==> src/verilog/tcw_consts.vh <==
// Constants of the 16-bit timer compare and waveform block.
// Assumes inclusion by bare name from the design files only.
`ifndef TCW_CONSTS_VH
`define TCW_CONSTS_VH

// =====================================================================
// Waveform mode select codes
`define TCW_WGM_NORMAL    4'h0
`define TCW_WGM_CTC_A     4'h4
`define TCW_WGM_FAST8     4'h5
`define TCW_WGM_FAST9     4'h6
`define TCW_WGM_FAST10    4'h7
`define TCW_WGM_CTC_CAP   4'hc
`define TCW_WGM_FAST_CAP  4'he
`define TCW_WGM_FAST_A    4'hf

// =====================================================================
// Compare output mode codes
`define TCW_COM_OFF       2'h0
`define TCW_COM_TOGGLE    2'h1
`define TCW_COM_CLEAR     2'h2
`define TCW_COM_SET       2'h3

// =====================================================================
// Counter limits and fixed tops
`define TCW_BOTTOM        16'h0000
`define TCW_MAX           16'hffff
`define TCW_TOP8          16'h00ff
`define TCW_TOP9          16'h01ff
`define TCW_TOP10         16'h03ff

// =====================================================================
// Reset values
`define TCW_RST_COUNT     16'h0000
`define TCW_RST_COMPARE   16'h0000
`define TCW_RST_CAPTURE   16'h0000
`define TCW_RST_STATE     1'b0
`define TCW_RST_FLAG      1'b0
`define TCW_RST_OE_N      1'b1

`endif

==> src/verilog/tcw_channel.v <==
// One compare channel: compare buffer, active compare value, output
// state and the port override that drives its pin.
// Assumes counter, tick and top detection come from the timer top.
`timescale 1ns/100ps
`default_nettype none
`include "tcw_consts.vh"

module tcw_channel (
    input  wire        clk,
    input  wire        srst,
    input  wire        tick,
    input  wire        blocked,
    input  wire        top_hit,
    input  wire        pwm_mode,
    input  wire        toggle_ok,
    input  wire [1:0]  mode,
    input  wire        force_strobe,
    input  wire        wr,
    input  wire [15:0] wdata,
    input  wire [15:0] counter,
    input  wire        port_value,
    input  wire        dir_out,
    output wire        hit,
    output reg  [15:0] cmp_q,
    output reg         state_q,
    output reg         pin_q,
    output reg         oe_n_q
);

    reg  [15:0] buf_q;
    reg         state_d;

    // =================================================================
    // Compare match
    // match has no top check; a counter past top still matches
    assign hit = tick & ~blocked & (counter == cmp_q);

    // =================================================================
    // Compare value: direct in non-PWM modes, buffered in PWM modes
    always @(posedge clk)
    begin
        if (srst)
        begin
            buf_q <= `TCW_RST_COMPARE;
            cmp_q <= `TCW_RST_COMPARE;
        end
        else
        begin
            if (wr)
            begin
                buf_q <= wdata;
            end
            // buffer copy at top
            if (wr && !pwm_mode)
            begin
                cmp_q <= wdata;
            end
            else if (pwm_mode && top_hit)
            begin
                cmp_q <= buf_q;
            end
        end
    end

    // =================================================================
    // Output state
    always @*
    begin
        state_d = state_q;
        if (!pwm_mode)
        begin
            // force acts now
            if (hit || force_strobe)
            begin
                case (mode)
                    // toggle on match
                    `TCW_COM_TOGGLE: state_d = ~state_q;
                    `TCW_COM_CLEAR:  state_d = 1'b0;
                    `TCW_COM_SET:    state_d = 1'b1;
                    // zero does nothing
                    default:         state_d = state_q;
                endcase
            end
        end
        else
        begin
            // match then bottom
            if (hit)
            begin
                case (mode)
                    `TCW_COM_TOGGLE: state_d = toggle_ok ? ~state_q
                                                         : state_q;
                    // two non-inverted
                    `TCW_COM_CLEAR:  state_d = 1'b0;
                    // three inverted
                    `TCW_COM_SET:    state_d = 1'b1;
                    default:         state_d = state_q;
                endcase
            end
            // Bottom wins so compare equal to top gives a steady level
            if (top_hit && mode == `TCW_COM_CLEAR)
            begin
                state_d = 1'b1;
            end
            else if (top_hit && mode == `TCW_COM_SET)
            begin
                state_d = 1'b0;
            end
        end
    end

    always @(posedge clk)
    begin
        // reset clears state
        if (srst)
        begin
            state_q <= `TCW_RST_STATE;
            pin_q   <= `TCW_RST_STATE;
            oe_n_q  <= `TCW_RST_OE_N;
        end
        else
        begin
            state_q <= state_d;
            // mode overrides port
            pin_q   <= (mode != `TCW_COM_OFF) ? state_q : port_value;
            // drive only as output
            oe_n_q  <= ~dir_out;
        end
    end

endmodule // tcw_channel
`default_nettype wire

==> src/verilog/tcw_timer.v <==
// Operation
// System reset clears every channel output state to zero.
// Nonzero output mode replaces the port value with channel state.
// Pin shows the value only while its direction bit selects output.
// Output mode zero leaves the state unchanged on a match.
// New output mode acts at next match; force acts now outside PWM.
// Output mode never touches the input capture path.
// Mode 0 counts up always and wraps from max to zero.
// Normal mode sets overflow as the counter becomes zero.
// Clear-on-match clears at compare A (mode 4) or capture (mode 12).
// Clear-on-match top is unbuffered; a missed top runs to max.
// Clear-on-match top sets compare A flag or capture flag.
// Channel A mode 1 toggles its state on each match; in PWM the code toggles only in mode 15.
// Clear-on-match sets overflow when passing max to zero.
// Modes 5, 6, 7, 14, 15 count bottom to top, restart at bottom.
// Non-inverting clears on match, sets at bottom; inverting opposite.
// Fast PWM top is fixed, capture or compare A; clear next tick.
// Register tops range from 0x0003 up to the full maximum.
// Fast PWM sets overflow and the top register flag at top.
// A channel match in fast PWM sets its match flag.
// Compare values above top never match; the code has no top check, so a counter run past top still matches them.
// Fixed top masks compare writes to the selected resolution.
// Capture top register takes writes at once.
// In PWM, output mode 2 is non-inverted, 3 inverted.
// PWM compare A writes are buffered and loaded at top.
//
// Counter, top logic and flags of a 16-bit timer with three compare
// channels. Assumes timer_tick is a one-cycle pulse from a prescaler
// and that all inputs are synchronous to clk.
`timescale 1ns/100ps
`default_nettype none
`include "tcw_consts.vh"

module tcw_timer (
    input  wire        clk,
    input  wire        srst,
    input  wire        timer_tick,
    input  wire [3:0]  waveform_mode_select,
    input  wire [1:0]  channel_a_output_mode,
    input  wire [1:0]  channel_b_output_mode,
    input  wire [1:0]  channel_c_output_mode,
    input  wire        force_match_strobe_a,
    input  wire        force_match_strobe_b,
    input  wire        force_match_strobe_c,
    input  wire        compare_wr_a,
    input  wire        compare_wr_b,
    input  wire        compare_wr_c,
    input  wire [15:0] compare_wdata,
    input  wire        capture_top_wr,
    input  wire [15:0] capture_top_wdata,
    input  wire        capture_event,
    input  wire        counter_wr,
    input  wire [15:0] counter_wdata,
    input  wire        overflow_flag_clr,
    input  wire        match_flag_clr_a,
    input  wire        match_flag_clr_b,
    input  wire        match_flag_clr_c,
    input  wire        capture_flag_clr,
    input  wire        port_value_a,
    input  wire        port_value_b,
    input  wire        port_value_c,
    input  wire        output_pin_direction_bit_a,
    input  wire        output_pin_direction_bit_b,
    input  wire        output_pin_direction_bit_c,
    output wire [15:0] counter_value,
    output wire [15:0] capture_top_reg,
    output wire [15:0] channel_a_compare_reg,
    output wire [15:0] channel_b_compare_reg,
    output wire [15:0] channel_c_compare_reg,
    output wire        overflow_flag,
    output wire        channel_a_match_flag,
    output wire        channel_b_match_flag,
    output wire        channel_c_match_flag,
    output wire        capture_event_flag,
    output wire        channel_a_output_state,
    output wire        channel_b_output_state,
    output wire        channel_c_output_state,
    output wire        pin_out_a,
    output wire        pin_out_b,
    output wire        pin_out_c,
    output wire        pin_oe_n_a,
    output wire        pin_oe_n_b,
    output wire        pin_oe_n_c
);

    // =================================================================
    // State
    reg  [15:0] cnt_q;
    reg  [15:0] cnt_d;
    reg  [15:0] cap_q;
    reg         block_q;
    reg         ovf_q;
    reg  [2:0]  mflag_q;
    reg         capf_q;

    reg  [15:0] top_val;
    reg  [15:0] wr_mask;
    reg         pwm_mode;
    reg         ctc_mode;
    reg         top_is_cap;

    wire        top_hit;
    wire        wrap_hit;
    wire        ovf_set;
    wire        capf_set;
    wire [15:0] wdata_m;

    wire [5:0]  mode_v;
    wire [2:0]  force_v;
    wire [2:0]  wr_v;
    wire [2:0]  port_v;
    wire [2:0]  dir_v;
    wire [2:0]  clr_v;
    wire [2:0]  hit_v;
    wire [2:0]  state_v;
    wire [2:0]  pin_v;
    wire [2:0]  oen_v;
    wire [47:0] cmp_v;

    assign mode_v  = {channel_c_output_mode, channel_b_output_mode,
                      channel_a_output_mode};
    assign force_v = {force_match_strobe_c, force_match_strobe_b,
                      force_match_strobe_a};
    assign wr_v    = {compare_wr_c, compare_wr_b, compare_wr_a};
    assign port_v  = {port_value_c, port_value_b, port_value_a};
    assign dir_v   = {output_pin_direction_bit_c,
                      output_pin_direction_bit_b,
                      output_pin_direction_bit_a};
    assign clr_v   = {match_flag_clr_c, match_flag_clr_b,
                      match_flag_clr_a};

    // =================================================================
    // Mode decode and top selection
    always @*
    begin
        pwm_mode   = 1'b0;
        ctc_mode   = 1'b0;
        top_is_cap = 1'b0;
        wr_mask    = `TCW_MAX;
        // plain count to max
        top_val    = `TCW_MAX;
        case (waveform_mode_select)
            // clear at compare A
            `TCW_WGM_CTC_A:
            begin
                ctc_mode = 1'b1;
                top_val  = cmp_v[15:0];
            end
            // clear at capture
            `TCW_WGM_CTC_CAP:
            begin
                ctc_mode   = 1'b1;
                top_is_cap = 1'b1;
                top_val    = cap_q;
            end
            // fixed tops
            `TCW_WGM_FAST8:
            begin
                pwm_mode = 1'b1;
                top_val  = `TCW_TOP8;
                wr_mask  = `TCW_TOP8;
            end
            `TCW_WGM_FAST9:
            begin
                pwm_mode = 1'b1;
                top_val  = `TCW_TOP9;
                wr_mask  = `TCW_TOP9;
            end
            `TCW_WGM_FAST10:
            begin
                pwm_mode = 1'b1;
                top_val  = `TCW_TOP10;
                wr_mask  = `TCW_TOP10;
            end
            // R16 register tops
            // full range tops
            `TCW_WGM_FAST_CAP:
            begin
                pwm_mode   = 1'b1;
                top_is_cap = 1'b1;
                top_val    = cap_q;
            end
            `TCW_WGM_FAST_A:
            begin
                pwm_mode = 1'b1;
                top_val  = cmp_v[15:0];
            end
            // Dual-slope codes are not built here; they count as mode 0
            default:
            begin
                pwm_mode = 1'b0;
            end
        endcase
    end

    // mask fixed resolution
    assign wdata_m = compare_wdata & wr_mask;

    // live top compare
    assign top_hit  = timer_tick & ~block_q & (pwm_mode | ctc_mode) &
                      (cnt_q == top_val);
    assign wrap_hit = timer_tick & (cnt_q == `TCW_MAX);

    // =================================================================
    // Counter
    always @*
    begin
        cnt_d = cnt_q;
        if (counter_wr)
        begin
            cnt_d = counter_wdata;
        end
        // restart at bottom
        else if (top_hit)
        begin
            cnt_d = `TCW_BOTTOM;
        end
        // wraps past max
        else if (timer_tick)
        begin
            cnt_d = cnt_q + 16'h0001;
        end
    end

    always @(posedge clk)
    begin
        if (srst)
        begin
            cnt_q   <= `TCW_RST_COUNT;
            cap_q   <= `TCW_RST_CAPTURE;
            block_q <= 1'b0;
        end
        else
        begin
            cnt_q <= cnt_d;
            // capture top unbuffered
            if (capture_top_wr)
            begin
                cap_q <= capture_top_wdata;
            end
            // A counter write hides the matches of the next tick
            if (counter_wr)
            begin
                block_q <= 1'b1;
            end
            else if (timer_tick)
            begin
                block_q <= 1'b0;
            end
        end
    end

    // =================================================================
    // Flags: a set in the cycle of a clear wins
    // overflow at wrap
    // overflow max to zero
    // overflow at top
    assign ovf_set  = pwm_mode ? top_hit : wrap_hit;
    // capture flag at top
    // capture path independent
    assign capf_set = (top_hit & top_is_cap) |
                      (capture_event & ~top_is_cap);

    always @(posedge clk)
    begin
        if (srst)
        begin
            ovf_q  <= `TCW_RST_FLAG;
            capf_q <= `TCW_RST_FLAG;
        end
        else
        begin
            ovf_q  <= ovf_set | (ovf_q & ~overflow_flag_clr);
            capf_q <= capf_set | (capf_q & ~capture_flag_clr);
        end
    end

    // =================================================================
    // Compare channels
    genvar gi;
    generate
        for (gi = 0; gi < 3; gi = gi + 1)
        begin : g_ch
            tcw_channel u_ch (
                .clk          (clk),
                .srst         (srst),
                .tick         (timer_tick),
                .blocked      (block_q),
                .top_hit      (top_hit),
                .pwm_mode     (pwm_mode),
                .toggle_ok    ((gi == 0) &&
                               (waveform_mode_select == `TCW_WGM_FAST_A)),
                .mode         (mode_v[2*gi+1:2*gi]),
                .force_strobe (force_v[gi] & ~pwm_mode),
                .wr           (wr_v[gi]),
                .wdata        (wdata_m),
                .counter      (cnt_q),
                .port_value   (port_v[gi]),
                .dir_out      (dir_v[gi]),
                .hit          (hit_v[gi]),
                .cmp_q        (cmp_v[16*gi+15:16*gi]),
                .state_q      (state_v[gi]),
                .pin_q        (pin_v[gi]),
                .oe_n_q       (oen_v[gi])
            );

            // match sets flag
            // compare A flag at top
            always @(posedge clk)
            begin
                if (srst)
                begin
                    mflag_q[gi] <= `TCW_RST_FLAG;
                end
                else
                begin
                    mflag_q[gi] <= hit_v[gi] |
                                   (mflag_q[gi] & ~clr_v[gi]);
                end
            end
        end
    endgenerate

    // =================================================================
    // Outputs, all straight from flip-flops
    assign counter_value          = cnt_q;
    assign capture_top_reg        = cap_q;
    assign channel_a_compare_reg  = cmp_v[15:0];
    assign channel_b_compare_reg  = cmp_v[31:16];
    assign channel_c_compare_reg  = cmp_v[47:32];
    assign overflow_flag          = ovf_q;
    assign channel_a_match_flag   = mflag_q[0];
    assign channel_b_match_flag   = mflag_q[1];
    assign channel_c_match_flag   = mflag_q[2];
    assign capture_event_flag     = capf_q;
    assign channel_a_output_state = state_v[0];
    assign channel_b_output_state = state_v[1];
    assign channel_c_output_state = state_v[2];
    assign pin_out_a              = pin_v[0];
    assign pin_out_b              = pin_v[1];
    assign pin_out_c              = pin_v[2];
    assign pin_oe_n_a             = oen_v[0];
    assign pin_oe_n_b             = oen_v[1];
    assign pin_oe_n_c             = oen_v[2];

endmodule // tcw_timer
`default_nettype wire

==> config.mk <==
export PLATFORM = sky130hd
export DESIGN_NAME = tcw_timer
export DESIGN_NICKNAME = d
export VERILOG_FILES = /design/src/verilog/tcw_channel.v /design/src/verilog/tcw_timer.v
export VERILOG_INCLUDE_DIRS = /design/src /design/src/verilog
export SDC_FILE = /design/constraint.sdc
export NUM_CORES = 1
export LEC_CHECK = 0
export BUFFER_PORTS_ARGS = -buffer_cell sky130_fd_sc_hd__buf_2
export CORE_MARGIN = 2
export CORE_UTILIZATION = 50
export DETAILED_ROUTE_END_ITERATION = 8
export PLACE_DENSITY = 0.74
export SLEW_MARGIN = 20
export SYNTH_ARGS = -nofsm -noshare
export SYNTH_HDL_FRONTEND = slang
export SYNTH_SLANG_ARGS = --single-unit
==> constraint.sdc <==
create_clock -name clk -period 6.4 [get_ports clk]
set_input_delay 0.96 -clock clk [delete_from_list [all_inputs] [get_ports clk]]
set_output_delay 0.96 -clock clk [all_outputs]
set_load 0.01 [all_outputs]
==> impl_metrics.toml, run 1 <==
[status]
outcome = "finished, final reports clean"

[setup_path]
path_buf_inv = 2
cpMaxStageDelayCell = "nor3_4"
crit_type = "in -> reg"
required_ns = 6.64
arrival_ns = 4.65
cp_top_family = "simple AND/OR/NAND/NOR gates"
crit_path_cell_trace = "buf_2, or3_1, a21o_1, and3b_1, or4_1, nor4_1, nand4_1, nor3_4, buf_12, mux2i_1, a211oi_1"
crit_fanout = 33
endpoint_kind = "register"
crit_path_max_incr_delay_ns = 0.84
start_kind = "primary input"

[synth]
seq_area_frac_synth_pct = 38.8
synth_top_family_by_area = "simple AND/OR/NAND/NOR gates"
synth_top_area_share_pct = 38.8
synthAdderAreaFrac_pct = 1.19
ys_types = 54
synth_area_sq_um = 7370
synth_seq_cells = 143
synth_mux_area_share_pct = 15.2
synth.most_common_cell = "dfxtp_1"
synth_nets = 941
synth_xor_area_share_pct = 7.84
synthSimpleGateAreaFrac_pct = 19.3
yosysWarnings = 0
synth-compound-area-share_pct = 13.2
ys_top_cells_by_count = "143 x dfxtp_1, 139 x nor2_1, 110 x mux2i_1, 50 x clkbuf_1, 47 x xnor2_1"
synth_area_per_cell_sq_um = 8.65
synth_cells = 853
synth_top_cell_by_area = "dfxtp_1"
synthTopCellsByArea = "dfxtp_1 39%, mux2i_1 15%, nor2_1 7.1%"
async_flop_share_pct = 0
synth_ff_type = "dfxtp_1"
synth-edff-count = 0

[pwr]
power.density_nw_per_um2 = 276
leakage_nw = 3.82
design_power_total_mw = 2.46
intPower_mw = 1.80
power.switching_mw = 0.660
seq_power_share_pct = 41.7
netSwitchingFraction_pct = 26.9
ir_drop_uv = 241
p_clk_share_pct = 44.2
p_comb_share_pct = 14.1

[timing]
setup_slack_ns = 1.99
relSlewSlack_pct = 27.4
setup_tns_ns = 0
fin_crit_ns = 4.41
finalSetupViolations = 0
finalHoldViolations = 0
drv_slew = 0
finalCritPeriodShare_pct = 68.9
skew_ns = 0.00760
rsz0062_at_grt = "false"
worst_pin_slew_ns = 1.09
max_freq_mhz = 227

[die]
core_area_sq_um = 14500
die_h_um = 125
io_pins = 175
die_area_sq_um = 15700
num_rows = 44
fp.dieW_um = 125
start_util_pct = 50.9

[route]
wl_um = 22200
drc = 0
vias_per_cell = 5.83
ant_nets = 0
routedWlPerCell_um = 18.8
vias = 6886
drtIter0Drc = 629
first_pass_iters = 5

[placed_design]
hpwl_um = 15400
io_buffer_count = 174
gp_congestion = 0.924
dp_worst_setup_slack_ns = 1.61

[layout]
insertedDiodeCount = 0
top_regs = "g_ch.u_ch.buf_q: 48 flops, g_ch.u_ch.cmp_q: 48 flops"
final_layout_size_suffix_gt1_share_pct = 21.5
fin_nets = 1072
syn2layout_area_growth_pct = 20.5

[clock_network]
clockBufferDepth = 2
cts_hold_buf = 0
clk_latency_ns = 0.42
cts_setup_buffers = 0
cts_sinks = 143
cts_made_buffers = 17
post_cts_resized = 0
htree_levels = 4
cts_tree = "built"
cts_root_buf = "clkbuf_16"
clk_pin_slew_ns = 0.06

[global_routing]
grt_overflow = 0
grt_pass1_vias = 6455
grt_usage_pct = 28.1
antenna_found_initial = 0
grt_pass1_wl_um = 35000
grt_max_degree = 104

[run]
drv_cap = 0

[worst_hold_path]
hp-class = "reg -> reg"
==> tightest hold or removal path, cell delays in order (launching register included) <==
cell	delay, ns
dfxtp_1	0.31
nand2b_1	0.07
a21oi_1	0.06
==> layout make-up <==
class / instances / area (sq um)
clock buffers: 19 / 433
inverters: 12 / 45.0
clock inverters: 13 / 211
repair buffers: 178 / 916
fillers: 1321 / 5590
multi-input cells: 632 / 4190
flip-flops and latches: 143 / 2860
well taps: 184 / 230
==> power groups by stage <==
stage	combinational, mW	sequential (mW)	clock, mW
finish	0.345	1.02	1.09
global route	0.383	1.03	1.13
CTS	0.345	1.02	1.10
detailed placement	0.342	1.04	0
global placement	0.336	1.04	0
floorplan	0.227	1.02	0
==> routing by layer <==
layer | global-route usage [%] | routed length (um) | up-vias
met3 | 6.20 | 2060 | 42
li1 | - | - | 3276
met2 | 46.2 | 10300 | 329
met5 | 0 | 0 | -
met1 | 37.0 | 9340 | 3239
met4 | 8.69 | 478 | 0
==> cell usage in the layout (no fill, tap or decap), types with 3 or more instances in the layout <==
| master | Yosys | layout |
|---|---|---|
| a211oi_1 | 41 | 41 |
| a21oi_1 | 39 | 39 |
| a221oi_1 | 3 | 3 |
| a22o_1 | 3 | 3 |
| a22oi_1 | 4 | 4 |
| a31oi_1 | 4 | 4 |
| a32o_1 | 6 | 6 |
| and3_1 | 8 | 8 |
| buf_2 | 1 | 173 |
| buf_4 | 1 | 4 |
| bufinv_16 | 0 | 5 |
| clkbuf_16 | 0 | 17 |
| clkinvlp_4 | 0 | 4 |
| dfxtp_1 | 143 | 143 |
| ha_1 | 7 | 7 |
| inv_1 | 12 | 12 |
| mux2i_1 | 110 | 110 |
| nand2_1 | 39 | 39 |
| nand2b_1 | 10 | 10 |
| nand3_1 | 23 | 23 |
| nand4_1 | 14 | 14 |
| nand4b_1 | 3 | 3 |
| nor2_1 | 139 | 139 |
| nor2b_1 | 15 | 15 |
| nor3_1 | 18 | 18 |
| nor4_1 | 8 | 8 |
| o211ai_1 | 3 | 3 |
| o21a_1 | 6 | 6 |
| o21ai_0 | 19 | 19 |
| o221ai_1 | 3 | 3 |
| o22ai_1 | 5 | 5 |
| or3_1 | 9 | 9 |
| or4_1 | 4 | 4 |
| xnor2_1 | 47 | 47 |
| xor2_1 | 19 | 19 |
==> metrics by stage <==
stage | hold WS (ns) | utilization [%] | std cells | instance area [sq um]
detailed placement | 0.464 | 56.9 | 1149 | 8240
global placement | 0.457 | 56.9 | 1149 | 8240
global route | 0.506 | 61.4 | 1181 | 8890
finish | 0.481 | 61.4 | 1181 | 8890
floorplan | 0.458 | - | 853 | 7370
CTS | 0.474 | 61.4 | 1181 | 8890
==> final timing paths <==
kind                                         startpoint               endpoint  slack (ns)  cells past startpoint
worst min-delay path               channel_c_match_flag   channel_c_match_flag        0.48                      2
worst min register to register     channel_c_match_flag   channel_c_match_flag        0.48                      2
worst max-delay path            waveform_mode_select[0]  g_ch[2].u_ch.cmp_q[2]        1.99                     11
worst max register to register    g_ch[0].u_ch.cmp_q[6]  g_ch[2].u_ch.cmp_q[2]        2.36                     10
==> cell families (layout without fill, tap and decap cells) <==
kind of cell,Yosys count,after routing
simple gates,301,301
xor+xnor,66,66
mux,112,112
buf+inv,78,222
compound gates,146,146
flops,143,143
fa+ha+maj,7,7
(Power assumes the default switching activity.)
==> run 2, diff against run 1 <==
Settings changed: CORE_UTILIZATION 50 to 49, PLACE_DENSITY 0.74 to 0.76.
Clock period 6.4 ns to 4 ns, I/O delays scaled along.
==> run 2 against run 1 <==
Net effect: die area increased by 2.0%; final cell count rose by 1.2%; sequential power grew 59%; first-iteration DRC count is 0.16% higher; combinational power up 68%; power up 50%; register-to-register slack got worse by 1.7 ns; wire length is 1.7% higher; sequential share of layout area down 0.081 points; worst setup slack got worse by 1.4 ns; worst hold slack lost 0.16 ns; flip-flop and latch count stayed put; critical path type unchanged.
==> impl_metrics.toml, run 2 (synthesized netlist as in run 1, its figures left out) <==
[die]
start_util_pct = 50.4
die_h_um = 127
fp.dieW_um = 127
die_area_sq_um = 16000
num_rows = 44
io_pins = 175
core_area_sq_um = 14600

[timing]
relSlewSlack_pct = 32.1
setup_slack_ns = 0.544
rsz0062_at_grt = "false"
finalSetupViolations = 0
worst_pin_slew_ns = 1.02
hold_ws_ns = 0.323
finalCritPeriodShare_pct = 86.4
skew_ns = 0.00873
setup_tns_ns = 0
drv_slew = 0
fin_crit_ns = 3.46
finalHoldViolations = 0
max_freq_mhz = 289

[clock_network]
post_cts_resized = 0
cts_tree = "built"
clockBufferDepth = 2
htree_levels = 4
cts_sinks = 143
cts_hold_buf = 0
cts_root_buf = "clkbuf_16"
cts_setup_buffers = 0
clk_latency_ns = 0.43
cts_made_buffers = 17
clk_pin_slew_ns = 0.06

[global_routing]
grt_pass1_wl_um = 34800
antenna_found_initial = 0
grt_usage_pct = 27.8
grt_max_degree = 83
grt_overflow = 0
grt_pass1_vias = 6374

[run]
drv_cap = 0

[placed_design]
place_inst = 1163
hpwl_um = 16200
dp_worst_setup_slack_ns = 0.142
io_buffer_count = 174
gp_congestion = 0.948

[setup_path]
crit_fanout = 25
endpoint_kind = "register"
rr_worst_depth = 11
arrival_ns = 3.72
crit_type = "in -> reg"
rrSetupSlack_ns = 0.62
crit_path_max_incr_delay_ns = 0.51
start_kind = "primary input"
cpMaxStageDelayCell = "or4_1"
crit_path_cell_trace = "buf_2, or3_1, a21o_1, and3b_1, or4_1, nor4_1, nand4_1, nor3_4, buf_12, buf_4, mux2i_1, a211oi_1"
required_ns = 4.26

[route]
wl_um = 22500
vias = 7006
routedWlPerCell_um = 18.9
ant_nets = 0
first_pass_iters = 7
drtIter0Drc = 630
vias_per_cell = 5.86
drc = 0

[pwr]
netSwitchingFraction_pct = 28.8
leakage_nw = 3.86
power.switching_mw = 1.06
p_comb_share_pct = 15.7
intPower_mw = 2.63
p_clk_share_pct = 40.3
design_power_total_mw = 3.69
seq_power_share_pct = 44.0
ir_drop_uv = 330
power.density_nw_per_um2 = 414

[worst_hold_path]
hp-class = "in -> reg"
min_path_cells = 2

[layout]
mostFrequentLayoutCell = "buf_2"
final_cell_mix = "173 x buf_2, 143 x dfxtp_1, 139 x nor2_1, 110 x mux2i_1, 47 x xnor2_1"
fin_nets = 1086
final_layout_size_suffix_gt1_share_pct = 22.6
insertedDiodeCount = 0
fin_cells = 1195
syn2layout_area_growth_pct = 20.8
fillers = 1298
top_regs = "g_ch.u_ch.buf_q: 48 flops, g_ch.u_ch.cmp_q: 48 flops"

[status]
outcome = "finished, final reports clean"
[run 2: cell types whose count changed in the layout (fill, tap and decap cells not counted), sizes merged]
cell      change
clkinvlp      -2
bufinv        -4
buf          +14
clkinv        +5
inv           +1
[run 2: layout make-up]
class | instances | area [sq um] | share of cell area, %
multi-input cells | 632 | 4190 | 47.0
flip-flops and latches | 143 | 2860 | 32.1
repair buffers | 192 | 1030 | 11.6
clock buffers | 19 | 433 | 4.86
well taps | 184 | 230 | 2.58
clock inverters | 13 | 116 | 1.31
inverters | 12 | 45.0 | 0.506
[run 2: worst max-delay path, delay by kind of cell]
kind	cells	cell delay, ns
AO/OA/AOI/OAI	2	0.31
AND/OR/NAND/NOR	6	1.89
multiplexers	1	0.22
buffers and inverters	3	0.68
[run 2: path summary, 6_finish.rpt]
path,from,end
max,waveform_mode_select[3],g_ch[0].u_ch.cmp_q[12]
min,output_pin_direction_bit_b,g_ch[1].u_ch.oe_n_q
min reg2reg,capture_event_flag,capture_event_flag
max reg2reg,g_ch[0].u_ch.cmp_q[6],g_ch[0].u_ch.cmp_q[12]
[run 2: metrics by stage]
step / cell area, sq um / utilization [%]
2_1_floorplan: 7370 / -
3_3_place_gp: 8360 / 57.1
3_5_place_dp: 8360 / 57.1
4_1_cts: 8910 / 60.8
5_1_grt: 8910 / 60.8
6_report: 8910 / 60.8
[run 2: power by group through the flow]
stage | sequential [mW] | combinational, mW | clock, mW
finish | 1.62 | 0.579 | 1.49
global route | 1.63 | 0.635 | 1.57
CTS | 1.62 | 0.578 | 1.50
detailed placement | 1.65 | 0.574 | 0
global placement | 1.65 | 0.562 | 0
floorplan | 1.63 | 0.363 | 0
[run 2: metal layers]
metal	track usage (%)	part of all wire (%)	vias to the layer above	wire [um]
met4	9.24	2.2	0	491
li1	-	-	3305	-
met1	38.0	43	3283	9730
met3	6.03	9.1	50	2060
met2	43.9	46	368	10300
met5	0	0	-	0
